File: config.mk
export PLATFORM = sky130hd
export DESIGN_NAME = port_d_upper_pin_mux
export DESIGN_NICKNAME = d
export VERILOG_FILES = /design/src/hw/port_d_upper_pkg.sv /design/src/hw/port_d_upper_pin_mux.sv
export VERILOG_INCLUDE_DIRS = /design/src /design/src/hw
export SDC_FILE = /design/constraint.sdc
export NUM_CORES = 1
export LEC_CHECK = 0
export BUFFER_PORTS_ARGS = -buffer_cell sky130_fd_sc_hd__buf_2
export CORE_ASPECT_RATIO = 1.5
export CORE_MARGIN = 2
export CORE_UTILIZATION = 43
export CTS_CLUSTER_SIZE = 25
export DETAILED_ROUTE_END_ITERATION = 16
export HOLD_SLACK_MARGIN = 0.02
export PLACE_DENSITY = 0.8
export SLEW_MARGIN = 20
export SYNTH_ARGS = -nofsm -noshare
export SYNTH_HDL_FRONTEND = slang
export SYNTH_SLANG_ARGS = --single-unit
File: constraint.sdc
create_clock -name clk -period 2.6 [get_ports clk]
set_input_delay 0.52 -clock clk [delete_from_list [all_inputs] [get_ports clk]]
set_output_delay 0.52 -clock clk [all_outputs]
set_load 0.01 [all_outputs]
File: src/hw/port_d_upper_regs.svh
`ifndef PORT_D_UPPER_REGS_SVH
`define PORT_D_UPPER_REGS_SVH
`define PIN_VALUE_REG_OFS 8'h00
`define OUTPUT_LATCH_REG_OFS 8'h04
`define DIRECTION_REG_OFS 8'h08
`define SHARED_PULLUP_REG_OFS 8'h0C
`define PIN_MUX_CFG_REG_OFS 8'h10
`define LATCH_RESET 8'h00
`define DIRECTION_RESET 8'hFF
`define PULLUP_RESET 8'hE0
`define PIN_MUX_CFG_RESET 8'h01
`define BIT_PULLUP_D 7
`define BIT_PULLUP_J 5
`define BIT_PARPORT_MUX 0
`define BIT_SPI_MODE 1
`define BIT_I2C_MODE 2
`define BIT_SPI_MASTER 3
`define PIN_SIX 6
`define PIN_SEVEN 7
`endif

File: src/hw/port_d_upper_pkg.sv
package port_d_upper_pkg;
  typedef enum logic [1:0] {OWN_GPIO, OWN_SERIAL, OWN_PARPORT, OWN_MEMBUS} pin_owner_t;
  typedef enum logic {BUS_IDLE, BUS_DATA} bus_phase_t;
endpackage

File: src/hw/port_d_upper_pin_mux.sv
// Operation
// - active memory bus owns pin above latch, parallel port and all others
// - active memory bus drives address/data bits on pins six, seven ignoring direction
// - memory read phases capture pin data via TTL path regardless of direction
// - memory bus function exists only in larger package variant
// - parallel mux select one, the default, maps parallel data onto these pins
// - active parallel port sets pin direction itself; direction bit overridden
// - SPI master, direction zero, drives serial clock on pin six over latch
// - SPI slave, direction one, routes pin six Schmitt input as serial clock
// - I2C mode, direction zero, serial module drives clock on pin six over latch
// - I2C mode, direction one, pin six feeds serial clock input
// - pin seven feeds slave select input via TTL path, direction ignored
// - don't-care functions override direction bit; owning function sets direction
// - port inputs Schmitt; memory and parallel port inputs TTL
// - pull-up bit five unimplemented on small package, reads zero
// - bit seven of pull-up register enables all port pull-ups, active when clear
// - pull-up disabled automatically when its pin is an output
// - every reset leaves all port pull-ups disabled
//
// The implementer's own choices: the placing of the registers and the AHB-Lite register port.
`timescale 1ns/1ps
`include "port_d_upper_regs.svh"
module port_d_upper_pin_mux
  import port_d_upper_pkg::*;
#(
  parameter bit LARGE_PACKAGE = 1'b1
) (
  input wire logic clk,
  input wire logic arst_n,
  input wire logic hsel,
  input wire logic [31:0] haddr,
  input wire logic [1:0] htrans,
  input wire logic hwrite,
  input wire logic [2:0] hsize,
  input wire logic [31:0] hwdata,
  input wire logic hready,
  output logic [31:0] hrdata,
  output logic hreadyout,
  output logic hresp,
  input wire logic [1:0] padIn,
  output logic [1:0] padOut,
  output logic [1:0] padOe_n,
  output logic [1:0] pullupEn,
  input wire logic membusActive,
  input wire logic [1:0] membusOut,
  input wire logic membusReadPhase,
  output logic [1:0] membusIn,
  input wire logic parportActive,
  input wire logic parportDriving,
  input wire logic [1:0] parportOut,
  output logic [1:0] parportIn,
  input wire logic serialClockOut,
  output logic serialClockIn,
  output logic serialSlaveSelect
);
  typedef struct packed {
    logic [1:0] syncA;
    logic [1:0] syncB;
    logic [7:6] latch;
    logic [7:6] dir;
    logic [7:5] pullCtl;
    logic [3:0] muxCfg;
    bus_phase_t phase;
    logic wr;
    logic [7:0] addr;
    logic [31:0] rdata;
    logic [1:0] padOut;
    logic [1:0] padOe_n;
    logic [1:0] pullupEn;
    logic [1:0] membusIn;
    logic [1:0] parportIn;
    logic sckIn;
    logic ssIn;
  } state_t;
  state_t s_q, s_d;
  pin_owner_t owner [2];
  logic memOn;
  logic parOn;
  logic [1:0] drvPin;
  logic [1:0] drvVal;
  logic [7:0] pinView;
  logic [7:0] pullView;
  localparam logic [7:0] LatchRst = `LATCH_RESET;
  localparam logic [7:0] DirRst = `DIRECTION_RESET;
  localparam logic [7:0] PullRst = `PULLUP_RESET;
  localparam logic [7:0] MuxRst = `PIN_MUX_CFG_RESET;
  initial begin
    if (LARGE_PACKAGE !== 1'b0 && LARGE_PACKAGE !== 1'b1) $error("bad LARGE_PACKAGE");
  end
  // memory bus only bonds out on the larger package
  assign memOn = LARGE_PACKAGE && membusActive;
  assign parOn = s_q.muxCfg[`BIT_PARPORT_MUX] && parportActive;
  always_comb begin
    for (int i = 0; i < 2; i++) begin
      if (memOn) begin
        owner[i] = OWN_MEMBUS;
      end else if (parOn) begin
        owner[i] = OWN_PARPORT;
      end else if (i == 0 && (s_q.muxCfg[`BIT_SPI_MODE] || s_q.muxCfg[`BIT_I2C_MODE])
                   && !s_q.dir[`PIN_SIX]
                   && (s_q.muxCfg[`BIT_I2C_MODE] || s_q.muxCfg[`BIT_SPI_MASTER])) begin
        owner[i] = OWN_SERIAL;
      end else begin
        owner[i] = OWN_GPIO;
      end
      case (owner[i])
        OWN_MEMBUS: begin
          drvPin[i] = 1'b1;
          drvVal[i] = membusOut[i];
        end
        OWN_PARPORT: begin
          drvPin[i] = parportDriving;
          drvVal[i] = parportOut[i];
        end
        OWN_SERIAL: begin
          drvPin[i] = 1'b1;
          drvVal[i] = serialClockOut;
        end
        default: begin
          drvPin[i] = !s_q.dir[`PIN_SIX + i];
          drvVal[i] = s_q.latch[`PIN_SIX + i];
        end
      endcase
    end
  end
  // small package: pull-up bit five is not built, reads zero
  assign pullView = {s_q.pullCtl[7:6], LARGE_PACKAGE ? s_q.pullCtl[5] : 1'b0, 5'h0_0};
  assign pinView = {s_q.syncB, 6'h00};
  always_comb begin
    s_d = s_q;
    s_d.syncA = padIn;
    s_d.syncB = s_q.syncA;
    for (int i = 0; i < 2; i++) begin
      s_d.padOut[i] = drvVal[i];
      s_d.padOe_n[i] = !drvPin[i];
      // pull-up only when globally enabled (bit clear) and pin not driven
      s_d.pullupEn[i] = !s_q.pullCtl[`BIT_PULLUP_D] && !drvPin[i];
    end
    // TTL paths: same synchronised sample; thresholds live in the pad cell
    if (memOn && membusReadPhase) begin
      s_d.membusIn = s_q.syncB;
    end
    s_d.parportIn = s_q.syncB;
    // clock input: pin six Schmitt sample when direction set, else serialClockOut looped back, in every mode
    s_d.sckIn = s_q.dir[`PIN_SIX] ? s_q.syncB[0] : serialClockOut;
    s_d.ssIn = s_q.syncB[1];
    if (hready) begin
      s_d.phase = (hsel && htrans[1]) ? BUS_DATA : BUS_IDLE;
      s_d.wr = hwrite;
      s_d.addr = haddr[7:0];
    end
    if (hsel && htrans[1] && hready && !hwrite) begin
      case (haddr[7:0])
        `PIN_VALUE_REG_OFS: s_d.rdata = {24'h00_0000, pinView};
        `OUTPUT_LATCH_REG_OFS: s_d.rdata = {24'h00_0000, s_q.latch, 6'h00};
        `DIRECTION_REG_OFS: s_d.rdata = {24'h00_0000, s_q.dir, 6'h00};
        `SHARED_PULLUP_REG_OFS: s_d.rdata = {24'h00_0000, pullView};
        `PIN_MUX_CFG_REG_OFS: s_d.rdata = {28'h000_0000, s_q.muxCfg};
        default: s_d.rdata = 32'h0000_0000;
      endcase
    end
    if (s_q.phase == BUS_DATA && s_q.wr) begin
      case (s_q.addr)
        // writing the pin value register lands in the latch
        `PIN_VALUE_REG_OFS, `OUTPUT_LATCH_REG_OFS: s_d.latch = hwdata[7:6];
        `DIRECTION_REG_OFS: s_d.dir = hwdata[7:6];
        `SHARED_PULLUP_REG_OFS: s_d.pullCtl = hwdata[7:5];
        `PIN_MUX_CFG_REG_OFS: s_d.muxCfg = hwdata[3:0];
        default: s_d.rdata = s_q.rdata;
      endcase
    end
  end
  always_ff @(posedge clk or negedge arst_n) begin
    if (!arst_n) begin
      s_q <= '0;
      s_q.latch <= LatchRst[7:6];
      s_q.dir <= DirRst[7:6];
      s_q.pullCtl <= PullRst[7:5];
      s_q.muxCfg <= MuxRst[3:0];
      s_q.padOe_n <= 2'b11;
    end else begin
      s_q <= s_d;
    end
  end
  assign hrdata = s_q.rdata;
  assign hreadyout = 1'b1;
  assign hresp = 1'b0;
  assign padOut = s_q.padOut;
  assign padOe_n = s_q.padOe_n;
  assign pullupEn = s_q.pullupEn;
  assign membusIn = s_q.membusIn;
  assign parportIn = s_q.parportIn;
  assign serialClockIn = s_q.sckIn;
  assign serialSlaveSelect = s_q.ssIn;

  property p_mem_prio;
    @(posedge clk) disable iff (!arst_n) memOn |=> padOe_n == 2'b00;
  endproperty
  a_mem_prio: assert property (p_mem_prio) else $error("memory bus not driving");
  property p_mem_val;
    @(posedge clk) disable iff (!arst_n) memOn |=> padOut == $past(membusOut);
  endproperty
  a_mem_val: assert property (p_mem_val) else $error("memory bus value wrong");
  property p_mem_rd;
    @(posedge clk) disable iff (!arst_n)
      memOn && membusReadPhase |=> membusIn == $past(s_q.syncB);
  endproperty
  a_mem_rd: assert property (p_mem_rd) else $error("read capture wrong");
  property p_small;
    @(posedge clk) disable iff (!arst_n) !LARGE_PACKAGE |-> !memOn;
  endproperty
  a_small: assert property (p_small) else $error("memory bus on small part");
  property p_par;
    @(posedge clk) disable iff (!arst_n)
      !memOn && parOn |=> padOe_n == {2{!$past(parportDriving)}};
  endproperty
  a_par: assert property (p_par) else $error("parallel port direction wrong");
  property p_gpio;
    @(posedge clk) disable iff (!arst_n)
      owner[1] == OWN_GPIO |=> padOe_n[1] == $past(s_q.dir[7]) && padOut[1] == $past(s_q.latch[7]);
  endproperty
  a_gpio: assert property (p_gpio) else $error("latch path wrong");
  property p_pull;
    @(posedge clk) disable iff (!arst_n) !padOe_n[0] |-> !pullupEn[0];
  endproperty
  a_pull: assert property (p_pull) else $error("pull-up on output");
  property p_ss;
    @(posedge clk) disable iff (!arst_n) 1'b1 |-> ##3 serialSlaveSelect == $past(padIn[1], 3);
  endproperty
  a_ss: assert property (p_ss) else $error("slave select path wrong");
  property p_pu5;
    @(posedge clk) disable iff (!arst_n) !LARGE_PACKAGE |-> !pullView[5];
  endproperty
  a_pu5: assert property (p_pu5) else $error("bit five readable");
  c_mem: cover property (@(posedge clk) disable iff (!arst_n) memOn && membusReadPhase);
  c_par: cover property (@(posedge clk) disable iff (!arst_n) parOn && parportDriving);
  c_spi: cover property (@(posedge clk) disable iff (!arst_n) owner[0] == OWN_SERIAL);
endmodule // port_d_upper_pin_mux

After elaboration in Yosys (flattened, before gate mapping)
Index checks and enable logic that the tools add are counted.
Widths: inputs -> output; s select.
{ "classes": {"add_sub_neg": 0, "n_mul": 0, "div_mod_pow": 0, "n_lt_le_gt_ge": 0, "eq_ne": 15, "n_shift": 0, "mux": 15, "bitwise": 0, "n_reduce_logical": 28} }
{ "ops": {"columns": ["op", "count"], "rows": [
  ["$mux 32", 3],
  ["$pmux 8 s5", 1],
  ["$eq 8x4->1 const B", 4],
  ["$eq 8x3->1 const B", 2],
  ["$eq 8x5->1 const B", 2],
  ["$logic_not 8->1", 2],
  ["$logic_and 1x1->1", 10],
  ["$eq 2x2->1 const B", 4],
  ["$mux 2", 4],
  ["$reduce_and 2->1", 4],
  ["$logic_not 1->1", 6],
  ["$pmux 1 s3", 2],
  ["$reduce_or 2->1", 3],
  ["$reduce_or 5->1", 1],
  ["$eq 2x1->1 const B", 2],
  ["$pmux 1 s2", 2],
  ["$mux 1", 3],
  ["$logic_or 1x1->1", 2],
  ["$ne 2x2->1 const B", 1]
]} }
{ "word_totals": {"regBits": 69, "latchBits": 0, "ramBits": 0, "mem_bits_ro": 0, "input_bits": 85, "out_inout_bits": 46, "elab_cells": 75, "n_memories": 0} }

Depth between registers and ports, before layout
Gate-level depths: netlist of the first run.
{ "depth": {"depth_word": 11, "depth_mapped": 5, "depth_no_buf": 4} }

Worst setup path before layout of the first run
OpenSTA, ideal clock, no wires.
{ "synth_path": {"path_kind": "register -> register", "from": "register s_q[44] (netlist name)", "to": "register s_q[61] (netlist name)", "setup_ps": 82, "arrival_ps": 1887, "required_ps": 2518, "setup_slack_ps": 630, "stages_incl_launch_ff": 5, "n_path_buf": 0, "period_less_slack_ps": 1970, "cell_sequence": "dfrtp_1 > or4_4 > or4_4 > nor3b_2 > mux2_2"} }
{ "synth_between": {"elab_chain_len": 2} }
{ "synth_lines": {"columns": ["item", "line", "source"], "rows": [
  ["start, declared", "port_d_upper_pin_mux.sv:75", "state_t s_q, s_d;"],
  ["$eq 8x4->1", "port_d_upper_pin_mux.sv:163", "case (s_q.addr)"],
  ["$reduce_and 2->1 (no source line)", null, null]
]} }
Every way passes these cells.
A chain may end at the register's enable or synchronous reset.

Final worst setup path of the first run
{ "layout_path": {"from": "register s_q[44] (netlist name)", "to": "register s_q[62] (netlist name)"} }
The elaborated chain is that of the path after synthesis.

==> impl_metrics.tcl, run 1 <==
set metrics [dict create \
    status "finished clean" \
    number_of_antenna_violations_at_the_first_check_in_global_routing 0 \
    cts_hold_repair.buffers 0 \
    crit_arrival_ns 2.32 \
    wire_length_of_the_first_global_routing_pass_um 5678 \
    drt.antenna.violating_nets 0 \
    cts.root.buffer_cell "clkbuf_8" \
    synth_largest_type_area_fraction_pct 41.59 \
    final-hold-violation-count 0 \
    max_slew.worst_pin.slew_ns 0.9046 \
    die_extent_in_y_um 89.71 \
    path_class "reg2reg" \
    synth_area_leaders "dfrtp_1 (42%), buf_4 (16%), mux2_2 (13%), dfstp_2 (10%), mux4_2 (2.1%)" \
    yosys.area_share.simple_pct 9.566 \
    synth-async-reset-ratio_pct 100.0 \
    drv.max_cap_violation_count 0 \
    reg2reg_slack_ns 0.49 \
    power.net_switching_mw 0.3130 \
    combined_area_of_the_multi_input_logic_cells_um2 763.2 \
    finalWeightedCongestion 0.7101 \
    tns_ns 0 \
    cp_max_fo 3 \
    ys.flop_type "dfrtp_1" \
    die-width_um 61.14 \
    insertion_delay_ns 0.29 \
    worst_hold_path.endpoint "s_d[65]" \
    worstReg2RegEnd "s_q[62]" \
    yosysUniqueCellTypes 32 \
    setup_repair_after_global_routing_missed_its_margin "false" \
    final.fill_count 458 \
    ioPinCount 131 \
    fraction_of_the_mapped_netlist_area_in_compound_gates_pct 5.882 \
    core_area_mm2 0.004771 \
    pwr-share-comb_pct 10.8 \
    detail_route.vias_per_cell 4.673 \
    cts.path.max_buffers 2 \
    synth_adder_area_share_pct 0 \
    synth-seq-area-share_pct 51.57 \
    finish.net_count 297 \
    groute.usage.overall_pct 13.88 \
    initial_utilization_pct 44.14 \
    tritoncts "yes" \
    core.rowCount 31 \
    floorplan.die_area_mm2 0.005485 \
    first_global_vias 1240 \
    netlist_instances 176 \
    syn-cell-area_mm2 0.002106 \
    totalPowerFinal_mw 1.372 \
    detailed_place_hpwl_um 2791 \
    synthToLayoutAreaGrowth_pct 9.388 \
    kind_of_start_point_of_the_critical_path "register" \
    layout.cell_area.non_filler_mm2 0.002303 \
    min_path_type "in2reg" \
    p_leak_nw 1.093 \
    vdd.ir_drop.worst_v 0.0002491 \
    finalSetupViolations 0 \
    drt_first_iter_violations 26 \
    post_cts.repair.setup_buffers 0 \
    grt_start_max_net_pins 44 \
    worstHoldPathCells 1 \
    via_count 1299 \
    post_synth_most_frequent_cells "buf_4 (44), dfrtp_1 (35), mux2_2 (25), nand2_1 (10), dfstp_2 (8)" \
    min-delay-start "padIn[0]" \
    number_of_clock_sinks 43 \
    crit_required_ns 2.81 \
    post_dp_cell_area_mm2 0.002201 \
    postCtsResizedCells 0 \
    ys_seq_elements 43 \
    layout-drive-gt1-share_pct 45.75 \
    synth-edff-count 0 \
    detail_route.drc_violations 0 \
    timing.hold.ws_ns 0.3399 \
    synth_top_family_by_area "buffers and inverters" \
    place.port_buffers 50 \
    routed_wire_length_per_instance_um 12.81 \
    antenna_diode_count 0 \
    power.density_cell_area_mw_per_mm2 595.8 \
    synth_warnings 0 \
    worst_r2r_startpoint "s_q[44]" \
    avgSynthCellArea_um2 11.96 \
    power.internal_mw 1.059 \
    grt-ovfl-total 0 \
    drv_slew 0 \
    wl_um 3561 \
    cp_capture_type "register" \
    htree_levels 2 \
    count_leader_synth "buf_4" \
    synth_top_area_cell "dfrtp_1" \
    detailedRoute.firstPassIterationCount 2 \
    synth_mux_area_share_pct 15.98 \
    rr_worst_depth 4 \
    layout_worst_path_cycle_share_pct 81.09 \
    ff_latch_area_mm2 0.001086 \
    slew_headroom_pct 39.69 \
    finalCriticalPeriod_ns 2.108 \
    clockPowerShare_pct 35.6 \
    peak_clock_frequency_supported_by_timing_mhz 474.3 \
    power.switching_fraction_pct 22.81 \
    yosys.area_share.xor_xnor_pct 0 \
    clock_skew_ns 0.006042 \
    clk_pin_slew_ns 0.07 \
    seqPwrFrac_pct 53.7 \
    cts-buffers-inserted 5 \
]
state kept, by name, indices dropped and copies added, names as in the netlist:
| name | cells |
|---|---|
| hrdata | 7 |
| membusIn | 2 |
| padOe_n | 2 |
| padOut | 2 |
| parportIn | 2 |
| pinView | 2 |
| pullView | 3 |
| pullupEn | 2 |
| s_d | 2 |
| s_q | 18 |
| serialClockIn | 1 |
cells in the final DEF (no fill, tap or decap), drive strengths merged, types with 2 or more instances in the layout:
| master | n |
|---|---|
| nand2 | 10 |
| or4 | 3 |
| conb | 27 |
| mux4 | 2 |
| nor2b | 4 |
| o21a | 3 |
| nor2 | 5 |
| clkbuf | 6 |
| a21oi | 2 |
| o21ai | 7 |
| dfrtp | 35 |
| dfstp | 8 |
| buf | 52 |
| nand3 | 2 |
| o31ai | 4 |
| or3 | 2 |
| nor4 | 2 |
| mux2 | 25 |
worst max path at each step:
stage | start | end | cells after the start
3_5_place_dp | s_q[44] | s_q[62] | 4
2_1_floorplan | s_q[44] | s_q[61] | 4
6_report | s_q[44] | s_q[62] | 4
4_1_cts | s_q[44] | s_q[62] | 4
5_1_grt | s_q[44] | hrdata[7] | 4
3_3_place_gp | s_q[44] | s_q[61] | 4
layout make-up:
cell class	instances	share of cell area, %
Multi-Input combinational cell	109	33.13
Clock inverter	1	1.304
Timing Repair Buffer	52	11.52
Inverter	1	0.1630
Tap cell	66	3.585
Clock buffer	6	3.150
Sequential cell	43	47.15
through the flow:
step                      util (%)  cells  setup slack [ns]
after floorplan                  -    201            0.6303
after global placement       46.13    271            0.5348
after detailed placement     46.13    271            0.4911
after CTS                    48.28    278            0.4777
after global routing         48.28    278            0.4319
final                        48.28    278            0.4916
layer usage:
| metal | track usage, % | vias to the layer above | wire length (um) |
|---|---|---|---|
| met4 | 6.884 | 0 | 78 |
| li1 | - | 609 | - |
| met1 | 18.09 | 621 | 1475 |
| met5 | 0 | - | 0 |
| met2 | 21.10 | 63 | 1802 |
| met3 | 3.165 | 6 | 204 |
worst max-delay path: stages (launching register included):
cell     delay (ns)
dfrtp_1        0.40
or4_4          0.55
or4_4          0.45
nor3b_2        0.28
mux2_2         0.37
cell families after synthesis:
group | Yosys count
flops | 43
compound gates | 19
buf+inv | 49
mux | 28
simple gates | 35
other cells | 2
power by group through the flow:
stage          combinational [mW]  clock (mW)  sequential (mW)
6_report                    0.148       0.488            0.737
2_1_floorplan               0.131           0            0.743
5_1_grt                     0.167       0.530            0.742
3_5_place_dp                0.149           0            0.750
4_1_cts                     0.149       0.505            0.737
3_3_place_gp                0.144           0            0.747
Note: power is estimated with default switching activity, not from simulation.
==> inputs of run 2 (changes only) <==
--- a/config.mk
+++ b/config.mk
@@ -6,10 +6,11 @@
 export SDC_FILE = /design/constraint.sdc
 export NUM_CORES = 1
 export LEC_CHECK = 0
+export ABC_AREA = 1
 export BUFFER_PORTS_ARGS = -buffer_cell sky130_fd_sc_hd__buf_2
 export CORE_ASPECT_RATIO = 1.5
 export CORE_MARGIN = 2
-export CORE_UTILIZATION = 43
+export CORE_UTILIZATION = 44
 export CTS_CLUSTER_SIZE = 25
 export DETAILED_ROUTE_END_ITERATION = 16
 export HOLD_SLACK_MARGIN = 0.02
==> constraint.sdc (replaced) <==
create_clock -name clk -period 2.1 [get_ports clk]
set_input_delay 0.42 -clock clk [delete_from_list [all_inputs] [get_ports clk]]
set_output_delay 0.42 -clock clk [all_outputs]
set_load 0.01 [all_outputs]
==> run 2 against run 1 <==
- count of clock-buffer cells in the layout rose by 1
- clock skew barely moved
- non-clock buffer count rose by 1
- via count rose by 30%
- worst hold slack got worse by 0.11 ns
- register-to-register slack improved by 0.28 ns
- synthesized area rose by 7.5%
- total power rose by 20%
- die area rose by 4.8%
- routed wire length rose by 13%
- utilization rose by 0.68 points
- final cell count rose by 36%
- critical endpoint is now padOe_n[0]
==> impl_metrics.tcl, run 2 <==
set metrics [dict create \
    wl_um 4033 \
    vdd.ir_drop.worst_v 0.0003466 \
    pwr-share-comb_pct 12.4 \
    peak_clock_frequency_supported_by_timing_mhz 747.1 \
    synth_top_area_cell "dfrtp_1" \
    netlist_instances 270 \
    number_of_antenna_violations_at_the_first_check_in_global_routing 0 \
    clockPowerShare_pct 32.3 \
    library_cell_contributing_the_largest_single_delay_on_the_critical_path "dfstp_2" \
    core_area_mm2 0.005045 \
    groute.usage.overall_pct 15.03 \
    die_extent_in_y_um 91.84 \
    postCtsResizedCells 0 \
    synth_largest_type_area_fraction_pct 38.70 \
    met2_wire_length_um 2110 \
    routedLengthMet1_um 1601 \
    place.port_buffers 50 \
    post_synth_most_frequent_cells "nand2_1 (66), buf_4 (44), dfrtp_1 (35), inv_1 (25), nor2_1 (24)" \
    dp_cells 369 \
    layout-drive-gt1-share_pct 26.77 \
    via_count 1694 \
    clock_skew_ns 0.005946 \
    post_dp_cell_area_mm2 0.002369 \
    critical_path_cell_by_cell "buf_2" \
    worst_setup_startpoint "padOe_n[0]" \
    kind_of_start_point_of_the_critical_path "register" \
    antenna_diode_count 0 \
    first_global_vias 1543 \
    cts-buffers-inserted 5 \
    cp_slowest_stage_delay_ns 0.51 \
    finalWorstSetupSlack_ns 0.7616 \
    layout_worst_path_cycle_share_pct 63.73 \
    min-delay-start "padIn[0]" \
    htree_levels 2 \
    power.switching_fraction_pct 25.77 \
    detail_route.drc_violations 0 \
    ioPinCount 131 \
    power.net_switching_mw 0.4228 \
    tritoncts "yes" \
    worst_r2r_startpoint "s_q[51]" \
    drt_first_iter_violations 24 \
    final_cell_count_no_fill 378 \
    grt_start_max_net_pins 20 \
    p_leak_nw 1.371 \
    drt.antenna.violating_nets 0 \
    floorplan.die_area_mm2 0.005746 \
    power.density_cell_area_mw_per_mm2 664.3 \
    die-width_um 62.56 \
    post_cts.repair.setup_buffers 0 \
    count_leader_synth "nand2_1" \
    ys.flop_type "dfrtp_1" \
    routed.top_layer "met4" \
    layout.cell_area.non_filler_mm2 0.002470 \
    crit_arrival_ns 0.92 \
    ys_seq_elements 43 \
    number_of_clock_sinks 43 \
    finalSetupViolations 0 \
    synth_area_leaders "dfrtp_1 (39%), buf_4 (15%), nand2_1 (11%), dfstp_2 (9.3%), nand3_1 (5.1%)" \
    avgSynthCellArea_um2 8.383 \
    detailedRoute.firstPassIterationCount 4 \
    synth_warnings 0 \
    pre_cts_slack_ns 0.6278 \
    cp_max_fo 1 \
    drv_slew 0 \
    dr_wl_met3_um 230 \
    insertion_delay_ns 0.29 \
    flip_flop_count_of_the_largest_register_all_copies_and_words_added 18 \
    routed_wire_length_per_instance_um 10.67 \
    tns_ns 0 \
    finalWeightedCongestion 0.8695 \
    finalCriticalPeriod_ns 1.338 \
    cts.root.buffer_cell "clkbuf_8" \
    syn-cell-area_mm2 0.002263 \
    grt-ovfl-total 0 \
    detail_route.vias_per_cell 4.481 \
    wire_length_of_the_first_global_routing_pass_um 6720 \
    final-hold-violation-count 0 \
    yosysUniqueCellTypes 24 \
    min_path_type "in2reg" \
    status "finished clean" \
    power.internal_mw 1.218 \
    path_class "reg2out" \
    total_buffers_and_inverters_traversed_by_the_critical_path 1 \
    seqPwrFrac_pct 55.3 \
    finish.net_count 394 \
    drv.max_cap_violation_count 0 \
    detailed_place_hpwl_um 3284 \
    cts.path.max_buffers 2 \
    core.rowCount 32 \
    cts_hold_repair.buffers 1 \
    initial_utilization_pct 44.87 \
    layout.cells.most_common_list "nand2_1 (66), buf_2 (50), dfrtp_1 (35)" \
    synth-async-reset-ratio_pct 100.0 \
    synth-edff-count 0 \
    cp_capture_type "primary output" \
    timing.hold.ws_ns 0.2310 \
    clk_pin_slew_ns 0.07 \
    synthToLayoutAreaGrowth_pct 9.121 \
    regMostFlops "s_q" \
    worst_path_dominant_cell_family "flip-flops" \
    synth-seq-area-share_pct 47.98 \
    crit_required_ns 1.68 \
    setup_repair_after_global_routing_missed_its_margin "false" \
    layout_commonest_cell "nand2_1" \
]
run 2: cell count changes after synthesis, moves of 6 or more:
cell / before / now
a21oi_1: 2 / 8
nand3_1: 2 / 23
nand2_1: 10 / 66
inv_1: 1 / 25
nor2_1: 5 / 24
mux2_2: 25 / 4
run 2: path summary, 6_finish.rpt:
check	to	slack, ns	cells past startpoint
hold reg to reg	pinView[7]	0.35	0
max in group asynchronous	s_q[62]	1.07	3
setup reg to reg	hrdata[2]	0.77	8
setup / recovery	padOe_n[0]	0.76	1
min in group asynchronous	parportIn[1]	0.49	2
hold / removal	s_d[65]	0.23	1
run 2: power by group through the flow:
| stage | sequential [mW] | combinational [mW] | clock, mW |
|---|---|---|---|
| after floorplan | 0.918 | 0.175 | 0 |
| after global placement | 0.921 | 0.197 | 0 |
| after detailed placement | 0.924 | 0.204 | 0 |
| final | 0.908 | 0.203 | 0.530 |
| after global routing | 0.914 | 0.230 | 0.582 |
| after CTS | 0.908 | 0.206 | 0.547 |
run 2: cell type report:
class	instances	area (um^2)
Timing Repair Buffer	53	275.3
Multi-Input combinational cell	180	834.6
Clock inverter	1	5.005
Tap cell	68	85.08
Clock buffer	7	86.33
Sequential cell	43	1086
Inverter	26	97.59
Fill cell	528	2575
run 2: cells by family after synthesis:
group,share of synthesized area [%]
AOI/OAI and AO/OA,4.644
DFF,47.98
and+or+nand+nor,25.76
other,0.3318
muxes,1.990
buffers and inverters,19.29
run 2: routing by layer:
layer / GRT usage [%] / vias to the layer above
met1: 16.47 / 776
met5: 0 / -
met2: 27.06 / 61
met3: 3.436 / 9
met4: 7.222 / 0
li1: - / 848
run 2: through the flow:
| step | power [mW] | util (%) |
|---|---|---|
| detailed placement | 1.127 | 46.95 |
| global placement | 1.118 | 46.95 |
| global route | 1.726 | 48.96 |
| floorplan | 1.093 | - |
| finish | 1.641 | 48.96 |
| CTS | 1.661 | 48.96 |
==> inputs of run 3 (changes only) <==
--- a/config.mk
+++ b/config.mk
@@ -6,11 +6,11 @@
 export SDC_FILE = /design/constraint.sdc
 export NUM_CORES = 1
 export LEC_CHECK = 0
-export ABC_AREA = 1
+export ABC_AREA = 0
 export BUFFER_PORTS_ARGS = -buffer_cell sky130_fd_sc_hd__buf_2
 export CORE_ASPECT_RATIO = 1.5
 export CORE_MARGIN = 2
-export CORE_UTILIZATION = 44
+export CORE_UTILIZATION = 43
 export CTS_CLUSTER_SIZE = 25
 export DETAILED_ROUTE_END_ITERATION = 16
 export HOLD_SLACK_MARGIN = 0.02
==> constraint.sdc (replaced) <==
create_clock -name clk -period 1.3 [get_ports clk]
set_input_delay 0.26 -clock clk [delete_from_list [all_inputs] [get_ports clk]]
set_output_delay 0.26 -clock clk [all_outputs]
set_load 0.01 [all_outputs]
==> run 3 against run 2 <==
- the run now ends with negative setup slack left
- design area rose by 7.3%
- via count down 16%
- worst hold slack got worse by 0.16 ns
- largest power group unchanged
==> impl_metrics.tcl, run 3 (synthesis results as in run 1) <==
set metrics [dict create \
    cts.path.max_buffers 2 \
    clk_pin_slew_ns 0.08 \
    drv.max_cap_violation_count 0 \
    place.port_buffers 50 \
    seqPwrFrac_pct 54.1 \
    groute.usage.overall_pct 15.63 \
    ioPinCount 131 \
    worst_r2r_startpoint "s_q[44]" \
    final_cell_count_no_fill 309 \
    p_leak_nw 1.288 \
    finalCriticalPeriod_ns 2.051 \
    grt_start_max_net_pins 31 \
    antenna_diode_count 0 \
    grt-ovfl-total 0 \
    finalWorstSetupSlack_ns -0.7512 \
    insertion_delay_ns 0.29 \
    tritoncts "yes" \
    layout_commonest_cell "buf_2" \
    finish.net_count 327 \
    path_class "reg2reg" \
    peak_clock_frequency_supported_by_timing_mhz 487.5 \
    cts-buffers-inserted 5 \
    vdd.ir_drop.worst_v 0.0005652 \
    number_of_antenna_violations_at_the_first_check_in_global_routing 0 \
    setup_repair_after_global_routing_missed_its_margin "true" \
    die-width_um 61.14 \
    finalSetupViolations 18 \
    kind_of_start_point_of_the_critical_path "register" \
    core.rowCount 31 \
    combined_area_of_the_multi_input_logic_cells_um2 880.8 \
    layout-drive-gt1-share_pct 57.61 \
    pwr-share-comb_pct 16.0 \
    crit_arrival_ns 2.24 \
    cts.root.buffer_cell "clkbuf_8" \
    clock_skew_ns 0.008350 \
    power.internal_mw 2.020 \
    ff_latch_area_mm2 0.001086 \
    worst_setup_startpoint "s_q[44]" \
    layout.cells.most_common_list "buf_2 (50), dfrtp_1 (35), conb_1 (27), buf_4 (27), mux2_2 (20)" \
    layout_worst_path_cycle_share_pct 157.8 \
    use_met1_pct 19.47 \
    status "finished, violations left" \
    core_area_mm2 0.004771 \
    detailedRoute.firstPassIterationCount 4 \
    flip_flop_count_of_the_largest_register_all_copies_and_words_added 18 \
    worst_hold_path.endpoint "s_d[66]" \
    number_of_clock_sinks 43 \
    initial_utilization_pct 44.14 \
    clockPowerShare_pct 29.9 \
    detail_route.drc_violations 0 \
    gr-max-usage-layer "met2" \
    regMostFlops "s_q" \
    gr_layer_usage_met3_pct 3.741 \
    slew_headroom_pct 65.10 \
    rr_worst_depth 6 \
    worstHoldPathCells 1 \
    htree_levels 2 \
    floorplan.die_area_mm2 0.005485 \
    failed_checks "negative setup slack" \
    routed_wire_length_per_instance_um 12.92 \
    cp_capture_type "register" \
    final-hold-violation-count 0 \
    power.net_switching_mw 0.6747 \
    crit_required_ns 1.48 \
    finalWeightedCongestion 0.7067 \
    power.density_cell_area_mw_per_mm2 1017 \
    power.switching_fraction_pct 25.04 \
    via_count 1417 \
    min-delay-start "padIn[1]" \
    grt_use_met2_pct 24.82 \
    worstReg2RegEnd "hrdata[7]" \
    layout.cell_area.non_filler_mm2 0.002650 \
    pre_cts_slack_ns -0.7376 \
    detailed_place_hpwl_um 3036 \
    drt.antenna.violating_nets 0 \
    wire_length_of_the_first_global_routing_pass_um 6444 \
    detail_route.vias_per_cell 4.586 \
    first_global_vias 1360 \
    reg2reg_slack_ns -0.75 \
    dp_cells 297 \
    wl_um 3992 \
    die_extent_in_y_um 89.71 \
    min_path_type "in2reg" \
    final.fill_count 428 \
    drv_slew 0 \
    cp_max_fo 3 \
    max_slew.worst_pin.slew_ns 0.5162 \
    post_dp_cell_area_mm2 0.002411 \
    drt_first_iter_violations 19 \
    synthToLayoutAreaGrowth_pct 25.85 \
]
run 3: changes by cell type in the layout (fill, tap and decap cells not counted), moves of 4 or more:
cell,delta
a21oi_1,-7
buf_4,+25
inv_1,-24
mux2_2,+16
mux2_4,+5
nand2_1,-57
nand3_1,-21
nor2_1,-23
nor2b_1,+4
o21ai_0,-8
o21ai_2,+4
run 3: cell type report:
class | instances | share of cell area, %
tap | 66 | 3.116
timing repair buffer | 82 | 19.50
sequential | 43 | 40.98
clock buffer | 8 | 3.022
inverter | 1 | 0.1416
multi-input combinational | 109 | 33.24
run 3: repair_timing:
| action | CTS | global route |
|---|---|---|
| setup endpoints to repair | 18 | 22 |
| gates cloned | 1 | 0 |
| pin swaps | 7 | 1 |
| buffers inserted | 1 | 1 |
| endpoints found under the hold margin | 12 | 0 |
| hold buffers | 1 | 0 |
| gates resized for setup | 24 | 12 |
run 3: how the worst max path moves through the flow:
stage,slack [ns],cells past startpoint,endpoint
final,-0.75,6,hrdata[7]
after global routing,-0.81,4,s_q[62]
after global placement,-0.70,4,pullView[5]
after detailed placement,-0.74,4,pullView[6]
after floorplan,-0.65,4,pullView[5]
after CTS,-0.75,4,s_q[62]
run 3: per-layer routing:
| layer | wire [um] | vias to the layer above |
|---|---|---|
| met1 | 1645 | 680 |
| met5 | 0 | - |
| met2 | 1987 | 60 |
| met4 | 88 | 0 |
| met3 | 270 | 7 |
| li1 | - | 670 |
run 3: stage by stage:
step | TNS, ns | utilization [%] | hold slack, ns | power, mW
floorplan | -8.719 | - | -0.03559 | 1.748
global placement | -9.545 | 50.54 | 0.1706 | 1.862
detailed placement | -9.994 | 50.54 | 0.1694 | 1.872
CTS | -10.10 | 54.42 | 0.06712 | 2.698
global route | -12.37 | 55.55 | 0.06165 | 2.824
finish | -11.36 | 55.55 | 0.07204 | 2.694
run 3: power by group through the flow:
stage                     logic [mW]  registers, mW  clock network [mW]
after detailed placement       0.390           1.48                   0
after floorplan                0.263           1.49                   0
after global routing           0.478           1.47               0.878
final                          0.431           1.46               0.804
after CTS                      0.418           1.46               0.823
after global placement         0.382           1.48                   0
run 3: critical path: stages, from the launching register on:
cell	delay (ns)
dfrtp_1	0.38
or4_4	0.54
buf_4	0.16
buf_6	0.12
o311a_4	0.34
nor2_4	0.12
mux2_4	0.30
